File: src/core/dfr_defs.svh
/*
 Named numbers of the drive fault response controller: register byte
 offsets, field positions, reset values, codes and timing figures.
 Assumes inclusion by its bare name from the modules.
*/
`ifndef DFR_DEFS_SVH
`define DFR_DEFS_SVH

// Register byte offsets on the AXI4-Lite slave
`define DFR_ADDR_W          8
`define DFR_REG_CTRL        8'h00
`define DFR_REG_FUNC_SEL0   8'h04
`define DFR_REG_FUNC_SEL1   8'h08
`define DFR_REG_STATUS      8'h0C
`define DFR_REG_IRQ_STAT    8'h10
`define DFR_REG_IRQ_MASK    8'h14
`define DFR_REG_CODE        8'h18

// Control register fields
`define DFR_CTRL_RESET_BIT  0
`define DFR_CTRL_FSTOP_LO   1
`define DFR_CTRL_FSTOP_HI   2
`define DFR_CTRL_ASTOP_LO   3
`define DFR_CTRL_ASTOP_HI   4

// Status and interrupt bit positions
`define DFR_EV_FAULT        0
`define DFR_EV_ALARM        1
`define DFR_EV_OPER         2
`define DFR_EV_TUNE         3
`define DFR_EV_COPY         4
`define DFR_EV_N            5
`define DFR_ST_RUN_PERMIT   5
`define DFR_ST_MOTOR_EN     6

// Reset values
`define DFR_FUNC_SEL_RST    8'h00
`define DFR_IRQ_MASK_RST    5'h00
`define DFR_CODE_NONE       8'h00

// Function select code that routes the minor-fault state to an output
`define DFR_FUNC_MINOR      8'h0A
`define DFR_N_PROG_OUT      2

// AXI responses
`define DFR_RESP_OKAY       2'h0
`define DFR_RESP_SLVERR     2'h2

// Lamp flash timing
`define DFR_CLK_KHZ         125_000
`define DFR_BLINK_HALF_MS   500

`endif

File: src/core/dfr_pkg.sv
/*
 Types shared by the drive fault response controller modules.
 Assumes nothing beyond a SystemVerilog compiler.
*/
package dfr_pkg;

	// Class of the condition shown on the operator display
	typedef enum logic [2:0]
	{
		DFR_SHOW_NONE,
		DFR_SHOW_FAULT,
		DFR_SHOW_TUNE,
		DFR_SHOW_OPER,
		DFR_SHOW_COPY,
		DFR_SHOW_ALARM
	} dfr_show_type;

	// Stopping method; encoding matches the control register field
	typedef enum logic [1:0]
	{
		DFR_STOP_COAST,
		DFR_STOP_RAMP,
		DFR_STOP_FAST,
		DFR_STOP_RSVD
	} dfr_stop_type;

endpackage

File: src/core/dfr_blinker.sv
/*
 Square-wave generator for the flashing trouble lamp.
 Assumes one clock; the half period is given in cycles.
*/
module dfr_blinker
#(
	parameter int unsigned HALF_CYCLES = 62_500_000
)
(
	// Clock and reset
	input  wire logic clock,
	input  wire logic rstn,
	// Control and output
	input  wire logic run,
	output logic      blink
);

	logic [31:0] count_r;
	logic        blink_r;
	wire         wrap = (count_r == 32'(HALF_CYCLES - 1));

	// Restart with lamp lit, so a new alarm shows at once
	always_ff @(posedge clock or negedge rstn)
	begin
		if (!rstn)
		begin
			count_r <= 32'h0000_0000;
			blink_r <= 1'b1;
		end
		else if (!run)
		begin
			count_r <= 32'h0000_0000;
			blink_r <= 1'b1;
		end
		else if (wrap)
		begin
			count_r <= 32'h0000_0000;
			blink_r <= ~blink_r;
		end
		else
			count_r <= count_r + 32'h0000_0001;
	end

	assign blink = blink_r;

endmodule

File: src/core/dfr_top.sv
/*
 Drive fault response controller: classifies detected conditions,
 drives display, lamp, relay, programmable outputs and motor permit.
 Assumes detection inputs are synchronous to clock; the panel key pin
 is asynchronous. Software reaches registers over AXI4-Lite.
*/
`include "dfr_defs.svh"
module dfr_top
#(
	parameter int unsigned BLINK_HALF_CYCLES =
		`DFR_BLINK_HALF_MS * `DFR_CLK_KHZ
)
(
	// Clock and reset
	input  wire logic                      clock,
	input  wire logic                      rstn,
	// AXI4-Lite write channels
	input  wire logic [`DFR_ADDR_W-1:0]    awaddr,
	input  wire logic                      awvalid,
	output logic                           awready,
	input  wire logic [31:0]               wdata,
	input  wire logic [3:0]                wstrb,
	input  wire logic                      wvalid,
	output logic                           wready,
	output logic [1:0]                     bresp,
	output logic                           bvalid,
	input  wire logic                      bready,
	// AXI4-Lite read channels
	input  wire logic [`DFR_ADDR_W-1:0]    araddr,
	input  wire logic                      arvalid,
	output logic                           arready,
	output logic [31:0]                    rdata,
	output logic [1:0]                     rresp,
	output logic                           rvalid,
	input  wire logic                      rready,
	// Detection logic
	input  wire logic                      fault_event,
	input  wire logic [7:0]                fault_code,
	input  wire logic                      fault_stop_selectable,
	input  wire logic                      alarm_present,
	input  wire logic [7:0]                alarm_code,
	input  wire logic                      alarm_stop_request,
	input  wire logic                      setting_conflict,
	input  wire logic [7:0]                conflict_code,
	input  wire logic                      tuning_start,
	input  wire logic                      tuning_error,
	input  wire logic                      copy_error,
	input  wire logic [7:0]                error_code,
	// Operator panel
	input  wire logic                      panel_key_pin,
	output logic [7:0]                     display_code,
	output dfr_pkg::dfr_show_type          display_class,
	output logic                           display_flash,
	output logic                           trouble_lamp,
	// Contact outputs
	output logic                           fault_relay_make_path,
	output logic                           fault_relay_break_path,
	output logic [`DFR_N_PROG_OUT-1:0]     programmable_output,
	// Motor control
	output logic                           run_permit,
	output logic                           motor_output_enable,
	output dfr_pkg::dfr_stop_type          stop_method,
	// Interrupt
	output logic                           irq
);
	import dfr_pkg::*;

	// Latched conditions
	logic               fault_r;
	logic [7:0]         fault_code_r;
	logic               fault_sel_r;
	logic               tune_r;
	logic [7:0]         tune_code_r;
	logic               copy_r;
	logic [7:0]         copy_code_r;

	// Configuration
	logic [1:0]         fstop_cfg_r;
	logic [1:0]         astop_cfg_r;
	logic [7:0]         func_sel_r [`DFR_N_PROG_OUT];
	logic [`DFR_EV_N-1:0] irq_stat_r;
	logic [`DFR_EV_N-1:0] irq_mask_r;

	// Registered outputs
	logic [7:0]         disp_code_r;
	dfr_show_type       disp_class_r;
	logic               make_r;
	logic               permit_r;
	logic               motor_en_r;
	dfr_stop_type       stop_r;
	logic [`DFR_N_PROG_OUT-1:0] prog_r;

	// Bus slave state
	logic               aw_have_r;
	logic               w_have_r;
	logic [`DFR_ADDR_W-1:0] aw_addr_r;
	logic [31:0]        w_data_r;
	logic               w_lane0_r;
	logic               bvalid_r;
	logic [1:0]         bresp_r;
	logic               rvalid_r;
	logic [31:0]        rdata_r;
	logic [1:0]         rresp_r;

	// Panel key synchroniser and edge; alarm and operation error edge flops
	logic               key_meta_r;
	logic               key_sync_r;
	logic               key_prev_r;
	logic               alarm_prev_r;
	logic               oper_prev_r;

	// Key pin passes two flops before use
	always_ff @(posedge clock or negedge rstn)
	begin
		if (!rstn)
		begin
			key_meta_r <= 1'b0;
			key_sync_r <= 1'b0;
			key_prev_r <= 1'b0;
		end
		else
		begin
			key_meta_r <= panel_key_pin;
			key_sync_r <= key_meta_r;
			key_prev_r <= key_sync_r;
		end
	end

	wire key_press = key_sync_r & ~key_prev_r;

	// Write decode: fires once both address and data are held
	wire aw_take  = awvalid & awready;
	wire w_take   = wvalid & wready;
	wire do_write = aw_have_r & w_have_r & ~bvalid_r;
	wire wr_ctrl  = do_write & w_lane0_r & (aw_addr_r == `DFR_REG_CTRL);
	wire wr_fs0   = do_write & w_lane0_r &
		(aw_addr_r == `DFR_REG_FUNC_SEL0);
	wire wr_fs1   = do_write & w_lane0_r &
		(aw_addr_r == `DFR_REG_FUNC_SEL1);
	wire wr_istat = do_write & w_lane0_r &
		(aw_addr_r == `DFR_REG_IRQ_STAT);
	wire wr_imask = do_write & w_lane0_r &
		(aw_addr_r == `DFR_REG_IRQ_MASK);
	wire wr_hit   = (aw_addr_r == `DFR_REG_CTRL) |
		(aw_addr_r == `DFR_REG_FUNC_SEL0) |
		(aw_addr_r == `DFR_REG_FUNC_SEL1) |
		(aw_addr_r == `DFR_REG_STATUS) |
		(aw_addr_r == `DFR_REG_IRQ_STAT) |
		(aw_addr_r == `DFR_REG_IRQ_MASK) |
		(aw_addr_r == `DFR_REG_CODE);
	wire fault_reset = wr_ctrl & w_data_r[`DFR_CTRL_RESET_BIT];

	assign awready = ~aw_have_r;
	assign wready  = ~w_have_r;

	// Write channel holding and response
	always_ff @(posedge clock or negedge rstn)
	begin
		if (!rstn)
		begin
			aw_have_r <= 1'b0;
			w_have_r  <= 1'b0;
			aw_addr_r <= 8'h00;
			w_data_r  <= 32'h0000_0000;
			w_lane0_r <= 1'b0;
			bvalid_r  <= 1'b0;
			bresp_r   <= `DFR_RESP_OKAY;
		end
		else
		begin
			if (aw_take)
			begin
				aw_have_r <= 1'b1;
				aw_addr_r <= awaddr;
			end
			if (w_take)
			begin
				w_have_r  <= 1'b1;
				w_data_r  <= wdata;
				w_lane0_r <= wstrb[0];
			end
			if (do_write)
			begin
				aw_have_r <= 1'b0;
				w_have_r  <= 1'b0;
				bvalid_r  <= 1'b1;
				bresp_r   <= wr_hit ? `DFR_RESP_OKAY : `DFR_RESP_SLVERR;
			end
			else if (bvalid_r & bready)
				bvalid_r <= 1'b0;
		end
	end

	// Configuration registers; all fields sit in byte lane 0
	always_ff @(posedge clock or negedge rstn)
	begin
		if (!rstn)
		begin
			fstop_cfg_r   <= 2'h0;
			astop_cfg_r   <= 2'h0;
			func_sel_r[0] <= `DFR_FUNC_SEL_RST;
			func_sel_r[1] <= `DFR_FUNC_SEL_RST;
			irq_mask_r    <= `DFR_IRQ_MASK_RST;
		end
		else
		begin
			if (wr_ctrl)
			begin
				fstop_cfg_r <= w_data_r[`DFR_CTRL_FSTOP_HI:`DFR_CTRL_FSTOP_LO];
				astop_cfg_r <= w_data_r[`DFR_CTRL_ASTOP_HI:`DFR_CTRL_ASTOP_LO];
			end
			if (wr_fs0)
				func_sel_r[0] <= w_data_r[7:0];
			if (wr_fs1)
				func_sel_r[1] <= w_data_r[7:0];
			if (wr_imask)
				irq_mask_r <= w_data_r[`DFR_EV_N-1:0];
		end
	end

	// Fault latch: a new fault in the reset cycle stays latched
	always_ff @(posedge clock or negedge rstn)
	begin
		if (!rstn)
		begin
			fault_r      <= 1'b0;
			fault_code_r <= `DFR_CODE_NONE;
			fault_sel_r  <= 1'b0;
		end
		else if (fault_event & (~fault_r | fault_reset))
		begin
			fault_r      <= 1'b1;
			fault_code_r <= fault_code;
			fault_sel_r  <= fault_stop_selectable;
		end
		else if (fault_reset)
			fault_r <= 1'b0;
	end

	// Tuning error held until the next tuning run starts; copy error until a key press
	always_ff @(posedge clock or negedge rstn)
	begin
		if (!rstn)
		begin
			tune_r      <= 1'b0;
			tune_code_r <= `DFR_CODE_NONE;
			copy_r      <= 1'b0;
			copy_code_r <= `DFR_CODE_NONE;
		end
		else
		begin
			if (tuning_error)
			begin
				tune_r      <= 1'b1;
				tune_code_r <= error_code;
			end
			else if (tuning_start)
				tune_r <= 1'b0;
			if (copy_error)
			begin
				copy_r      <= 1'b1;
				copy_code_r <= error_code;
			end
			else if (key_press)
				copy_r <= 1'b0;
		end
	end

	// Alarm and operation error follow their causes directly
	wire alarm_on  = alarm_present;
	wire oper_on   = setting_conflict;
	wire alarm_rise = alarm_on & ~alarm_prev_r;
	wire oper_rise  = oper_on & ~oper_prev_r;

	// Display priority; fault first so its lamp stays steady
	dfr_show_type show_nxt;
	logic [7:0]   code_nxt;
	always_comb
	begin
		show_nxt = DFR_SHOW_NONE;
		code_nxt = `DFR_CODE_NONE;
		if (fault_r)
		begin
			show_nxt = DFR_SHOW_FAULT;
			code_nxt = fault_code_r;
		end
		else if (tune_r)
		begin
			show_nxt = DFR_SHOW_TUNE;
			code_nxt = tune_code_r;
		end
		else if (oper_on)
		begin
			show_nxt = DFR_SHOW_OPER;
			code_nxt = conflict_code;
		end
		else if (copy_r)
		begin
			show_nxt = DFR_SHOW_COPY;
			code_nxt = copy_code_r;
		end
		else if (alarm_on)
		begin
			show_nxt = DFR_SHOW_ALARM;
			code_nxt = alarm_code;
		end
	end

	// Motor stop decision; coast means output is cut at once
	wire          alarm_stop = alarm_on & alarm_stop_request;
	dfr_stop_type stop_nxt;
	assign stop_nxt = fault_r ? (fault_sel_r ? dfr_stop_type'(fstop_cfg_r)
		: DFR_STOP_COAST)
		: tune_r ? DFR_STOP_COAST
		: alarm_stop ? dfr_stop_type'(astop_cfg_r)
		: DFR_STOP_COAST;
	wire stopping   = fault_r | tune_r | alarm_stop;
	wire permit_nxt = ~fault_r & ~oper_on & ~tune_r;
	wire motor_nxt  = ~(stopping & (stop_nxt == DFR_STOP_COAST)) &
		~(oper_on & ~stopping);

	// Programmable outputs see only the alarm state
	logic [`DFR_N_PROG_OUT-1:0] prog_nxt;
	always_comb
	begin
		for (int i = 0; i < `DFR_N_PROG_OUT; i++)
			prog_nxt[i] = alarm_on & (func_sel_r[i] == `DFR_FUNC_MINOR);
	end

	// Registered panel, contact and motor outputs
	always_ff @(posedge clock or negedge rstn)
	begin
		if (!rstn)
		begin
			disp_code_r  <= `DFR_CODE_NONE;
			disp_class_r <= DFR_SHOW_NONE;
			make_r       <= 1'b0;
			permit_r     <= 1'b0;
			motor_en_r   <= 1'b0;
			stop_r       <= DFR_STOP_COAST;
			prog_r       <= '0;
			alarm_prev_r <= 1'b0;
			oper_prev_r  <= 1'b0;
		end
		else
		begin
			disp_code_r  <= code_nxt;
			disp_class_r <= show_nxt;
			make_r       <= fault_r;
			permit_r     <= permit_nxt;
			motor_en_r   <= motor_nxt;
			stop_r       <= stop_nxt;
			prog_r       <= prog_nxt;
			alarm_prev_r <= alarm_on;
			oper_prev_r  <= oper_on;
		end
	end

	// Flash only while an alarm is on top of the display
	wire flash_on = (disp_class_r == DFR_SHOW_ALARM);
	logic blink;
	dfr_blinker #(
		.HALF_CYCLES (BLINK_HALF_CYCLES)
	) u_blink (
		.clock (clock),
		.rstn  (rstn),
		.run   (flash_on),
		.blink (blink)
	);

	assign display_code           = disp_code_r;
	assign display_class          = disp_class_r;
	assign display_flash          = flash_on;
	assign trouble_lamp           = make_r | (flash_on & blink);
	assign fault_relay_make_path  = make_r;
	assign fault_relay_break_path = ~make_r;
	assign programmable_output    = prog_r;
	assign run_permit             = permit_r;
	assign motor_output_enable    = motor_en_r;
	assign stop_method            = stop_r;

	// Sticky events; a set in the clear cycle wins
	logic [`DFR_EV_N-1:0] ev;
	assign ev[`DFR_EV_FAULT] = fault_event;
	assign ev[`DFR_EV_ALARM] = alarm_rise;
	assign ev[`DFR_EV_OPER]  = oper_rise;
	assign ev[`DFR_EV_TUNE]  = tuning_error;
	assign ev[`DFR_EV_COPY]  = copy_error;
	wire [`DFR_EV_N-1:0] clr = wr_istat ? w_data_r[`DFR_EV_N-1:0] : '0;

	always_ff @(posedge clock or negedge rstn)
	begin
		if (!rstn)
			irq_stat_r <= '0;
		else
			irq_stat_r <= (irq_stat_r & ~clr) | ev;
	end

	assign irq = |(irq_stat_r & irq_mask_r);

	// Read decode
	wire [31:0] rd_status = {25'h000_0000, motor_en_r, permit_r,
		copy_r, tune_r, oper_on, alarm_on, fault_r};
	logic [31:0] rd_mux;
	logic        rd_hit;
	always_comb
	begin
		rd_mux = 32'h0000_0000;
		rd_hit = 1'b1;
		unique case (araddr)
			`DFR_REG_CTRL:      rd_mux = {27'h000_0000, astop_cfg_r,
				fstop_cfg_r, 1'b0};
			`DFR_REG_FUNC_SEL0: rd_mux = {24'h00_0000, func_sel_r[0]};
			`DFR_REG_FUNC_SEL1: rd_mux = {24'h00_0000, func_sel_r[1]};
			`DFR_REG_STATUS:    rd_mux = rd_status;
			`DFR_REG_IRQ_STAT:  rd_mux = {27'h000_0000, irq_stat_r};
			`DFR_REG_IRQ_MASK:  rd_mux = {27'h000_0000, irq_mask_r};
			`DFR_REG_CODE:      rd_mux = {21'h00_0000, disp_class_r,
				disp_code_r};
			default:            rd_hit = 1'b0;
		endcase
	end

	assign arready = ~rvalid_r;

	// Read answer one cycle after the address is taken
	always_ff @(posedge clock or negedge rstn)
	begin
		if (!rstn)
		begin
			rvalid_r <= 1'b0;
			rdata_r  <= 32'h0000_0000;
			rresp_r  <= `DFR_RESP_OKAY;
		end
		else if (arvalid & ~rvalid_r)
		begin
			rvalid_r <= 1'b1;
			rdata_r  <= rd_mux;
			rresp_r  <= rd_hit ? `DFR_RESP_OKAY : `DFR_RESP_SLVERR;
		end
		else if (rvalid_r & rready)
			rvalid_r <= 1'b0;
	end

	assign bvalid = bvalid_r;
	assign bresp  = bresp_r;
	assign rvalid = rvalid_r;
	assign rdata  = rdata_r;
	assign rresp  = rresp_r;

endmodule

File: config.mk
export PLATFORM = sky130hd
export DESIGN_NAME = dfr_top
export DESIGN_NICKNAME = d
export VERILOG_FILES = /design/src/core/dfr_pkg.sv /design/src/core/dfr_blinker.sv /design/src/core/dfr_top.sv
export VERILOG_INCLUDE_DIRS = /design/src /design/src/core
export SDC_FILE = /design/constraint.sdc
export NUM_CORES = 1
export LEC_CHECK = 0
export BUFFER_PORTS_ARGS = -buffer_cell sky130_fd_sc_hd__buf_2
export CAP_MARGIN = 20
export CORE_MARGIN = 2
export CORE_UTILIZATION = 48
export DETAILED_ROUTE_END_ITERATION = 10
export PLACE_DENSITY = 0.73
export SETUP_SLACK_MARGIN = 0.4
export SLEW_MARGIN = 20
export SYNTH_ARGS = -nofsm -noshare
export SYNTH_HDL_FRONTEND = slang
export SYNTH_SLANG_ARGS = --single-unit
export TNS_END_PERCENT = 1
File: constraint.sdc
create_clock -name clock -period 2.8 [get_ports clock]
set_input_delay 0.14 -clock clock [delete_from_list [all_inputs] [get_ports clock]]
set_output_delay 0.14 -clock clock [all_outputs]
set_load 0.01 [all_outputs]
==> flow_metrics.tcl <==
set metrics [dict create \
    cp_slowest_cell "nor4_4" \
    period_share_pct 83.6 \
    synth_top_area_share_pct 53.5 \
    swShare_pct 26.7 \
    antenna_found_initial 1 \
    grt_first_pass_wirelength_um 27100 \
    synth_common_cells "dfrtp_1, mux2_2, nand2_1, nor2_1, o21ai_0" \
    multiInputGateArea_um2 2930 \
    rows 43 \
    outcome "complete, no violations" \
    period_needed_ns 2.34 \
    r2r-start "aw_addr_r[2]" \
    ys_types 56 \
    power_frac_comb_pct 14.0 \
    regArea_um2 3700 \
    dpl-instance-area_um2 7540 \
    crit_path_start_kind "flip-flop" \
    max_stage_delay_ns 0.46 \
    routedWlPerCell_um 17.4 \
    synth_edf_count 0 \
    drc 0 \
    design_area_um2 8610 \
    critPathArrivalTime_ns 2.65 \
    yosys.area.top_type "dfrtp_1" \
    required_ns 3.11 \
    path_clk_slew_ns 0.06 \
    cellPowerDensity_nw_per_um2 693 \
    hold_start "setting_conflict" \
    pin_count 163 \
    cts_tree "done" \
    place_congestion 0.893 \
    setup_ws_ns 0.459 \
    rsz0062_at_grt "true" \
    die_h_um 124 \
    cp.buffers_inverters 0 \
    drive_gt1_share_pct 29.6 \
    utilization_pct 61.8 \
    diodes 0 \
    async_reset_ff_share_pct 100 \
    rrSetupSlack_ns 0.46 \
    tightest_slew_ns 0.806 \
    ctsHtreeMaxLevel 4 \
    post-place-ws_ns 0.400 \
    vias 5336 \
    yosys-top-cells-area "dfrtp_1, mux2_2, nand2_1" \
    die_w_um 124 \
    die-area_um2 15300 \
    cts.sinks 148 \
    syn_to_final_growth_pct 25.3 \
    firstDrtPassIters 5 \
    max_clock_freq_ghz 0.427 \
    hp-class "input port to flip-flop" \
    ys_ff_latch 148 \
    grt_max_degree 87 \
    port_buffers 112 \
    leakage_nw 3.95 \
    holdPathStages 1 \
    netlist_area_um2 6870 \
    drt_iter0_markers 415 \
    yosysMostFrequentCell "dfrtp_1" \
    initial_core_util_pct 49.3 \
    ir_drop_uv 642 \
    routed_wirelength_um 16800 \
    intPower_mw 4.38 \
    p_total_mw 5.97 \
    critical_path_class "flip-flop to flip-flop" \
    slew-limit-headroom_pct 46.3 \
    synth_cells 612 \
    cap_violations 0 \
    avgSynthCellArea_um2 11.2 \
    track_usage_pct 23.4 \
    hold_viol_final 0 \
    grt_pass1_vias 5532 \
    avgViaCountPerCell 5.54 \
    seqPwrFrac_pct 45.6 \
    finalSetupViolCount 0 \
    maxSlewViolCount 0 \
    ys_warn_count 0 \
    final.fill_count 1102 \
    crit_path_end_kind "flip-flop" \
    crit_chain "or3_1 -> nor4_4 -> nand2_2 -> a21bo_1 -> mux2_4" \
    fin_setup_tns_ns 0 \
    cp_top_family "simple AND/OR/NAND/NOR gates" \
    hold-path-endpoint "oper_prev_r" \
    worstSkewPairLatency_ns 0.43 \
    grt_overflow 0 \
    core-area_um2 13900 \
    hpwl_um 11600 \
    cts_buffers 17 \
    fin_skew_ns 0.00665 \
    clockRootBuffer "clkbuf_16" \
    r2r_cells 5 \
    clkPwrFrac_pct 40.4 \
    cp_max_fo 9 \
    cts_max_path_buffers 2 \
    rr_endpoint "fault_code_r[3]" \
    nets 872 \
    synth_ff_type "dfrtp_1" \
    ant_nets 0 \
    switchingPower_mw 1.59 \
    synth-seq-area-share_pct 53.9 \
]
## timing repair
action,4_1_cts,5_1_grt
hold buffers,43,0
hold endpoints to repair,135,0
setup buffers,0,1
resized for setup,0,0
pin swaps,1,1
gates cloned,0,0
endpoints found under the setup margin,9,19
## power by group through the flow
stage          clock network, mW  registers, mW  logic, mW
3_5_place_dp                   0           2.75      0.784
4_1_cts                     2.44           2.72      0.836
3_3_place_gp                   0           2.73      0.754
5_1_grt                     2.54           2.77      0.923
6_report                    2.41           2.72      0.837
2_1_floorplan                  0           2.66      0.542
## worst max path at each step
stage,start,end,slack (ns),cells after the start
after floorplan,aw_addr_r[0],fault_code_r[0],0.65,6
after global placement,aw_addr_r[0],fault_code_r[2],0.45,5
after detailed placement,aw_addr_r[0],fault_code_r[3],0.40,5
final,aw_addr_r[2],fault_code_r[3],0.46,5
after CTS,aw_addr_r[2],fault_code_r[4],0.48,5
after global routing,aw_addr_r[2],fault_code_r[3],0.31,5
## stage by stage
stage                     std cells  hold WS, ns
final                           964       0.0374
after global routing            964       0.0355
after CTS                       963       0.0239
after detailed placement        888        0.254
after global placement          888        0.233
after floorplan                 634       -0.156
## cells by family after synthesis
family	synth area share, %
muxes	13.6
DFF	53.9
and+or+nand+nor	15.7
adders and majority gates	0.182
other	0.0546
AOI/OAI and AO/OA	8.37
buffers and inverters	4.70
xor gates and xnor gates	3.44
## placed cells by master (no fill, tap or decap), types with 16 or more instances in the layout
cell	n
dfrtp_1	147
buf_2	111
mux2_2	63
nand2_1	53
dlygate4sd3_1	43
nor2_1	42
o21ai_0	28
nand3_1	24
conb_1	23
xor2_1	19
clkbuf_16	17
a21oi_1	16
## layout make-up
type | instances | area share [%]
Tap cell | 180 | 2.62
Clock buffer | 18 | 4.98
Clock inverter | 14 | 2.34
Sequential cell | 148 | 43.0
Inverter | 12 | 0.523
Timing Repair Buffer | 164 | 12.5
Multi-Input combinational cell | 428 | 34.0
## flip-flops by register name, summed over array words and instances, names as in the netlist, 5 cells and up
signal and count:
func_sel_r 16, irq_stat_r 5, aw_addr_r 8, u_blink.count_r 32, display_code 8, irq_mask_r 5, rdata 11, fault_code_r 8
w_data_r 8, tune_code_r 8, copy_code_r 8
## metal layers
layer | share of wire [%] | vias up | track usage [%]
li1 | - | 2459 | -
met1 | 40 | 2671 | 28.4
met2 | 52 | 166 | 39.8
met3 | 5.3 | 38 | 5.68
met4 | 2.5 | 2 | 10.1
met5 | 0.077 | - | 0
(Power assumes the default switching activity.)
